### config.mk
export PLATFORM = sky130hd
export DESIGN_NAME = spcb_ctrl
export DESIGN_NICKNAME = d
export VERILOG_FILES = /design/src/spcb_pkg.sv /design/src/spcb_ctrl.sv /design/src/spcb_sync3.sv
export VERILOG_INCLUDE_DIRS = /design/src
export SDC_FILE = /design/constraint.sdc
export NUM_CORES = 1
export LEC_CHECK = 0
export BUFFER_PORTS_ARGS = -buffer_cell sky130_fd_sc_hd__buf_2
export CAP_MARGIN = 20
export CORE_AREA = 10 10 93 95
export DETAILED_ROUTE_END_ITERATION = 16
export DIE_AREA = 0 0 103 105
export GPL_ROUTABILITY_DRIVEN = 0
export PLACE_DENSITY = 0.7
export RECOVER_POWER = 50
export SYNTH_ARGS = -nofsm -noshare
export SYNTH_HDL_FRONTEND = slang
export SYNTH_SLANG_ARGS = --single-unit
### constraint.sdc
create_clock -name sys_clk -period 2.2 [get_ports sys_clk]
set_input_delay 0.33 -clock sys_clk [delete_from_list [all_inputs] [get_ports sys_clk]]
set_output_delay 0.33 -clock sys_clk [all_outputs]
set_load 0.05 [all_outputs]
### src/spcb_defines.svh
`ifndef SPCB_DEFINES_SVH
`define SPCB_DEFINES_SVH

// slave-select wiring mode codes
`define SPCB_MODE_3WIRE 2'h0
`define SPCB_MODE_4WIRE_SLAVE 2'h1
`define SPCB_MODE_RESET 2'h1
`define SPCB_MODE_MASTER_BIT 1
`define SPCB_MODE_LEVEL_BIT 0

// reset values of control and status bits
`define SPCB_ENABLE_RESET 1'h0
`define SPCB_MASTER_RESET 1'h0
`define SPCB_TX_EMPTY_RESET 1'h1

// serial clock timing in master operation
`define SPCB_SYS_CLK_NS 4
`define SPCB_SCK_HALF_NS 64
`define SPCB_DIV_W 8
`define SPCB_SCK_HALF_CYC ((`SPCB_SCK_HALF_NS + `SPCB_SYS_CLK_NS - 1) / `SPCB_SYS_CLK_NS)

// bits per transfer
`define SPCB_LAST_BIT 3'h7

`endif

### src/spcb_pkg.sv
package spcb_pkg;

  typedef enum logic [2:0] {
    SPCB_ST_IDLE = 3'b001,
    SPCB_ST_MSHIFT = 3'b010,
    SPCB_ST_SSHIFT = 3'b100
  } spcb_state_t;

  typedef logic [1:0] spcb_mode_t;

endpackage

### src/spcb_ctrl.sv
`timescale 1ns/1ps
`include "spcb_defines.svh"

////////////////////////////////////////////////////////////////////////////////
// Operation
// - mode 01 is default; select pin input
// - mode 1x drives select pin with low bit
// - writing transmit buffer clears empty flag
// - flag sets when byte enters shift register
// - enable bit off stops all transfers
// - mode 00 leaves select pin unconnected
module spcb_ctrl
  import spcb_pkg::*;
(
  input wire logic sys_clk,
  input wire logic rst_n,
  input wire logic cfg_wr,
  input wire logic [1:0] select_wiring_mode_field,
  input wire logic port_enable_bit,
  input wire logic master_mode_bit,
  input wire logic tx_wr,
  input wire logic [7:0] tx_wdata,
  output logic tx_buffer_empty_flag,
  output logic [7:0] rx_data,
  output logic rx_valid,
  output logic busy,
  input wire logic sck_in,
  output logic sck_out,
  output logic sck_oe,
  input wire logic mosi_in,
  output logic mosi_out,
  output logic mosi_oe,
  input wire logic miso_in,
  output logic miso_out,
  output logic miso_oe,
  input wire logic slave_select_pin_in,
  output logic slave_select_pin_out,
  output logic slave_select_pin_oe
);

  ////////////////////////////////////////////////////////////////////////////////
  // configuration

  spcb_mode_t mode_q;
  logic enable_q;
  logic master_q;

  always_ff @(posedge sys_clk) begin
    if (!rst_n) begin
      mode_q <= `SPCB_MODE_RESET;
      enable_q <= `SPCB_ENABLE_RESET;
      master_q <= `SPCB_MASTER_RESET;
    end else if (cfg_wr) begin
      mode_q <= select_wiring_mode_field;
      enable_q <= port_enable_bit;
      master_q <= master_mode_bit;
    end
  end

  ////////////////////////////////////////////////////////////////////////////////
  // pin sampling

  logic [3:0] pins_s;
  logic sck_prev_q;

  spcb_sync3 u_sync (
    .sys_clk(sys_clk),
    .rst_n(rst_n),
    .pin_in({slave_select_pin_in, miso_in, mosi_in, sck_in}),
    .pin_out(pins_s)
  );

  wire sck_s = pins_s[0];
  wire mosi_s = pins_s[1];
  wire miso_s = pins_s[2];
  wire ss_s = pins_s[3];

  always_ff @(posedge sys_clk) begin
    if (!rst_n) begin
      sck_prev_q <= 1'h0;
    end else begin
      sck_prev_q <= sck_s;
    end
  end

  wire sck_rise = sck_s & ~sck_prev_q;
  wire sck_fall = ~sck_s & sck_prev_q;

  ////////////////////////////////////////////////////////////////////////////////
  // mode decode

  wire ss_driven = mode_q[`SPCB_MODE_MASTER_BIT];
  wire three_wire = (mode_q == `SPCB_MODE_3WIRE);
  wire four_wire_in = (mode_q == `SPCB_MODE_4WIRE_SLAVE);
  // in 3-wire mode the select pin is never looked at
  wire slave_sel = enable_q & ~master_q & (three_wire | (four_wire_in & ~ss_s));
  // another master holding select low blocks our start in multi-master wiring
  wire master_free = ~(four_wire_in & ~ss_s);

  ////////////////////////////////////////////////////////////////////////////////
  // transmit buffer

  spcb_state_t st_q;
  logic [7:0] buf_q;
  logic buf_empty_q;

  wire idle = (st_q == SPCB_ST_IDLE);
  wire buf_full = ~buf_empty_q;
  wire start_m = enable_q & master_q & idle & buf_full & master_free;
  wire load_s = enable_q & ~master_q & idle & buf_full;
  wire load = start_m | load_s;
  // a slave clocked with nothing loaded still receives and shifts out zeros
  wire start_s_empty = idle & ~buf_full & slave_sel & sck_rise;
  // a write in the load cycle refills the buffer, so the flag must stay clear
  wire buf_empty_d = tx_wr ? 1'h0 : (load ? 1'h1 : buf_empty_q);

  always_ff @(posedge sys_clk) begin
    if (!rst_n) begin
      buf_q <= 8'h00;
      buf_empty_q <= `SPCB_TX_EMPTY_RESET;
    end else begin
      if (tx_wr) begin
        buf_q <= tx_wdata;
      end
      buf_empty_q <= buf_empty_d;
    end
  end

  ////////////////////////////////////////////////////////////////////////////////
  // shift engine, clock mode 0, msb first

  logic [7:0] tsh_q;
  logic [7:0] rsh_q;
  logic [2:0] cnt_q;
  logic [`SPCB_DIV_W-1:0] div_q;
  logic sck_o_q;
  logic mosi_o_q;
  logic miso_o_q;
  logic [7:0] rx_data_q;
  logic rx_valid_q;

  localparam logic [`SPCB_DIV_W-1:0] HALF_LAST = `SPCB_DIV_W'(`SPCB_SCK_HALF_CYC - 1);
  wire half_done = (div_q == HALF_LAST);
  wire last_bit = (cnt_q == `SPCB_LAST_BIT);
  wire [7:0] rsh_m = {rsh_q[6:0], miso_s};
  wire [7:0] rsh_s = {rsh_q[6:0], mosi_s};

  always_ff @(posedge sys_clk) begin
    if (!rst_n) begin
      st_q <= SPCB_ST_IDLE;
      tsh_q <= 8'h00;
      rsh_q <= 8'h00;
      cnt_q <= 3'h0;
      div_q <= '0;
      sck_o_q <= 1'h0;
      mosi_o_q <= 1'h0;
      miso_o_q <= 1'h0;
      rx_data_q <= 8'h00;
      rx_valid_q <= 1'h0;
    end else begin
      rx_valid_q <= 1'h0;
      case (st_q)
        SPCB_ST_IDLE: begin
          div_q <= '0;
          cnt_q <= 3'h0;
          sck_o_q <= 1'h0;
          // an unloaded slave answers with zeros
          miso_o_q <= 1'h0;
          if (start_m) begin
            st_q <= SPCB_ST_MSHIFT;
            tsh_q <= buf_q;
            mosi_o_q <= buf_q[7];
          end else if (load_s) begin
            st_q <= SPCB_ST_SSHIFT;
            tsh_q <= buf_q;
            miso_o_q <= buf_q[7];
          end else if (start_s_empty) begin
            st_q <= SPCB_ST_SSHIFT;
            tsh_q <= 8'h00;
            miso_o_q <= 1'h0;
            rsh_q <= rsh_s;
            cnt_q <= 3'h1;
          end
        end
        SPCB_ST_MSHIFT: begin
          if (!enable_q) begin
            st_q <= SPCB_ST_IDLE;
            sck_o_q <= 1'h0;
          end else if (half_done) begin
            div_q <= '0;
            sck_o_q <= ~sck_o_q;
            if (!sck_o_q) begin
              rsh_q <= rsh_m;
            end else if (last_bit) begin
              st_q <= SPCB_ST_IDLE;
              rx_data_q <= rsh_q;
              rx_valid_q <= 1'h1;
            end else begin
              cnt_q <= cnt_q + 3'h1;
              tsh_q <= {tsh_q[6:0], 1'h0};
              mosi_o_q <= tsh_q[6];
            end
          end else begin
            div_q <= div_q + `SPCB_DIV_W'(1);
          end
        end
        SPCB_ST_SSHIFT: begin
          if (!enable_q || master_q) begin
            st_q <= SPCB_ST_IDLE;
          end else if (!slave_sel) begin
            // losing select mid-byte drops the partial byte; an unstarted one waits
            if (cnt_q != 3'h0) begin
              st_q <= SPCB_ST_IDLE;
            end
          end else if (sck_rise) begin
            rsh_q <= rsh_s;
            cnt_q <= cnt_q + 3'h1;
            if (last_bit) begin
              st_q <= SPCB_ST_IDLE;
              rx_data_q <= rsh_s;
              rx_valid_q <= 1'h1;
            end
          end else if (sck_fall && cnt_q != 3'h0) begin
            // the fall closing the previous byte must not shift a fresh load
            tsh_q <= {tsh_q[6:0], 1'h0};
            miso_o_q <= tsh_q[6];
          end
        end
        default: begin
          st_q <= SPCB_ST_IDLE;
        end
      endcase
    end
  end

  ////////////////////////////////////////////////////////////////////////////////
  // pin drivers, all registered

  logic sck_oe_q;
  logic mosi_oe_q;
  logic miso_oe_q;
  logic ss_o_q;
  logic ss_oe_q;
  logic busy_q;

  always_ff @(posedge sys_clk) begin
    if (!rst_n) begin
      sck_oe_q <= 1'h0;
      mosi_oe_q <= 1'h0;
      miso_oe_q <= 1'h0;
      ss_o_q <= 1'h1;
      ss_oe_q <= 1'h0;
      busy_q <= 1'h0;
    end else begin
      sck_oe_q <= enable_q & master_q;
      mosi_oe_q <= enable_q & master_q;
      miso_oe_q <= slave_sel;
      ss_oe_q <= enable_q & ss_driven;
      ss_o_q <= mode_q[`SPCB_MODE_LEVEL_BIT];
      busy_q <= ~idle;
    end
  end

  assign tx_buffer_empty_flag = buf_empty_q;
  assign rx_data = rx_data_q;
  assign rx_valid = rx_valid_q;
  assign busy = busy_q;
  assign sck_out = sck_o_q;
  assign sck_oe = sck_oe_q;
  assign mosi_out = mosi_o_q;
  assign mosi_oe = mosi_oe_q;
  assign miso_out = miso_o_q;
  assign miso_oe = miso_oe_q;
  assign slave_select_pin_out = ss_o_q;
  assign slave_select_pin_oe = ss_oe_q;

endmodule // spcb_ctrl

### src/spcb_sync3.sv
`timescale 1ns/1ps

// three-stage pin synchroniser; a bit only changes once stages two and three agree
module spcb_sync3 (
  input wire logic sys_clk,
  input wire logic rst_n,
  input wire logic [3:0] pin_in,
  output logic [3:0] pin_out
);

  logic [3:0] s1_q;
  logic [3:0] s2_q;
  logic [3:0] s3_q;
  logic [3:0] out_q;
  wire [3:0] agree = ~(s2_q ^ s3_q);

  always_ff @(posedge sys_clk) begin
    if (!rst_n) begin
      s1_q <= 4'h0;
      s2_q <= 4'h0;
      s3_q <= 4'h0;
      out_q <= 4'h0;
    end else begin
      s1_q <= pin_in;
      s2_q <= s1_q;
      s3_q <= s2_q;
      out_q <= (agree & s3_q) | (~agree & out_q);
    end
  end

  assign pin_out = out_q;

endmodule // spcb_sync3

==> impl_metrics.csv <==
group,metric,value,unit
synthesis,synth_seq_cells,76,
cells_and_area,finish.instance_area,3810,µm²
synthesis,yosysWarnings,0,
global_route,grt_pass1_wl,12.5,mm
routing,drtIter0Drc,171,
synthesis,synth_edf_count,0,
floorplan,rows,30,
clock_network,cts.clk_slew.worst_paths,0.09,ns
global_route,antenna_found_initial,0,
cells_and_area,final_common_cell,"dfxtp_1",
place,dp_hpwl,5.34,mm
floorplan,boundaryPins,39,
clock_network,clk_path_buf_depth,2,
setup_path,r2r_slack,0.14,ns
synthesis,synthCells,357,
power_and_ir_drop,ir_drop,0.000401,V
floorplan,initial_core_util,50.5,%
sta,finalHoldViolations,0,
routing,vias,2734,
min_path,hold_path_startpoint,"mosi_in",
synthesis,syn_area,3410,µm²
setup_path,path_max_fanout,8,
clock_network,cts_made_buffers,9,
cells_and_area,final_cell_mix,"dfxtp_1, mux2i_1, nand2_1, nor2_1",
floorplan,dieHeight,105,µm
clock_network,clock_latency,0.35,ns
flow_run,max-cap-violations,0,
power_and_ir_drop,power_density,840,nW/µm²
sta,rsz0062_at_grt,"false",
synthesis,synth_ff_type,"dfxtp_1",
clock_network,cts_max_level,3,
sta,min_period_over_period,93.5,%
synthesis,syn_nets,381,
clock_network,cts_tree,"yes",
clock_network,root_buffer,"clkbuf_8",
floorplan,core-area,6760,µm²
outcome,status,"finished, final reports clean",
sta,tightest_slew,0.698,ns
power_and_ir_drop,p_total,3.20,mW
routing,firstDrtPassIters,5,
place,dpl_worst_slack,0.150,ns
min_path,hp-class,"in -> reg",
synthesis,yosysUniqueCellTypes,52,
floorplan,fp.dieW,103,µm
setup_path,cp_data_required_time,2.49,ns
sta,slew_violations,0,
sta,finClkSkew,0.0136,ns
setup_path,crit_start,"div_q[4]",
clock_network,cts_sinks,76,
synthesis,synthArstFlopShare,0,%
global_route,grt.total_usage,14.1,%
setup_path,critPathKind,"reg -> reg",
routing,viasPerCell,5.65,
sta,fmax,0.486,GHz
sta,setup_viol,0,
setup_path,startpoint_type,"register",
power_and_ir_drop,power.leakage,1.39,nW
sta,holdWs,0.175,ns
cells_and_area,final_nets,423,
clock_network,hold_buffers,0,
global_route,grt_max_degree,39,
clock_network,cts_setup_buffers,0,
cells_and_area,layout-drive-gt1-share,18.1,%
synthesis,ys_seq_area_share,44.6,%
routing,antenna_left,0,
sta,fin_tns_setup,0,ns
global_route,grt_pass1_vias,2650,
cells_and_area,fillers,623,
routing,wl_per_cell,15.2,µm
synthesis,avgSynthCellArea,9.56,µm²
sta,fin_crit,2.06,ns
routing,wl,7.37,mm
floorplan,die_area,10800,µm²
setup_path,end_kind,"register",
cells_and_area,area_growth,11.7,%
place,postPlaceCellArea,3650,µm²
global_route,overflow,0,
setup_path,critPathArrivalTime,2.34,ns
setup_path,rr_startpoint,"div_q[4]",
sta,fin_ws,0.142,ns
clock_network,cts_resized,0,
place,port_buffers,38,
cells_and_area,diodes,0,
sta,max_slew_margin,53.4,%
routing,drc,0,
-- metal layers --
metal	GRT usage, %	vias to the layer above	part of all wire (%)
li1	-	1367	-
met1	18.4	1278	47
met2	21.5	77	45
met3	3.95	12	6.7
met4	5.17	0	1.5
met5	0	-	0
-- cell families (layout without fill, tap and decap cells) --
family	Yosys count	count (layout)	share of synthesized area, %
AND/OR/NAND/NOR	125	125	19.7
AO/OA/AOI/OAI	80	80	16.3
multiplexers	35	35	10.3
flip-flops	76	76	44.6
buffers and inverters	29	76	5.65
adder cells (fa/ha/maj)	4	4	1.47
XOR/XNOR	8	8	2.05
-- flip-flops by register name, indices dropped and copies added, names as in the netlist, 2 cells and up, named ones only --
name,count
u_sync.s1_q,4
rsh_q,8
u_sync.s2_q,4
div_q,8
tsh_q,7
mode_q,2
u_sync.s3_q,4
rx_data,8
cnt_q,3
st_q,3
buf_q,8
-- power by group --
part | internal [mW] | switching (mW)
Clock | 0.422 | 0.545
Combinational | 0.255 | 0.480
Sequential | 1.44 | 0.0564
Total | 2.12 | 1.08
-- critical path: stages, from the launching register on --
cell	delay, ns
dfxtp_1	0.36
or4_4	0.59
o21ai_1	0.21
o211a_4	0.18
and2_1	0.42
mux2i_1	0.24
-- layout make-up --
type / count / area, µm² / share of cell area (%)
well taps: 80 / 100 / 2.63
clock buffers: 9 / 124 / 3.25
flip-flops and latches: 76 / 1520 / 39.9
multi-input cells: 252 / 1700 / 44.6
clock inverters: 7 / 58.8 / 1.54
inverters: 6 / 22.5 / 0.591
repair buffers: 54 / 285 / 7.49
-- worst paths after layout --
kind                    endpoint  depth (start not counted)
setup / recovery        rsh_q[2]                          5
setup reg to reg        rsh_q[2]                          5
hold reg to reg   u_sync.s2_q[3]                          1
hold / removal    u_sync.s1_q[1]                          2
-- Yosys cell counts (all sizes together) (4+ instances only) --
cell,instances,area (µm²)
and3,4,26.3
a21oi,24,120
xnor2,4,35.0
nand3b,5,37.5
buf,12,98.8
a311oi,9,78.8
a211o,6,56.3
inv,5,18.8
nand4,9,56.3
and2,15,93.8
xor2,4,35.0
nand2b,5,31.3
clkbuf,11,71.3
dfxtp,76,1520
o21ai,18,90.1
nand3,12,65.1
mux2i,34,340
a211oi,4,30.0
nor2,30,118
nand2,30,113
ha,4,50.1
-- metrics by stage --
step	utilization [%]	instances
floorplan	-	357
global placement	54.1	468
detailed placement	54.1	468
CTS	56.8	484
global route	56.4	484
finish	56.4	484
Note: power is estimated with default switching activity, not from simulation.
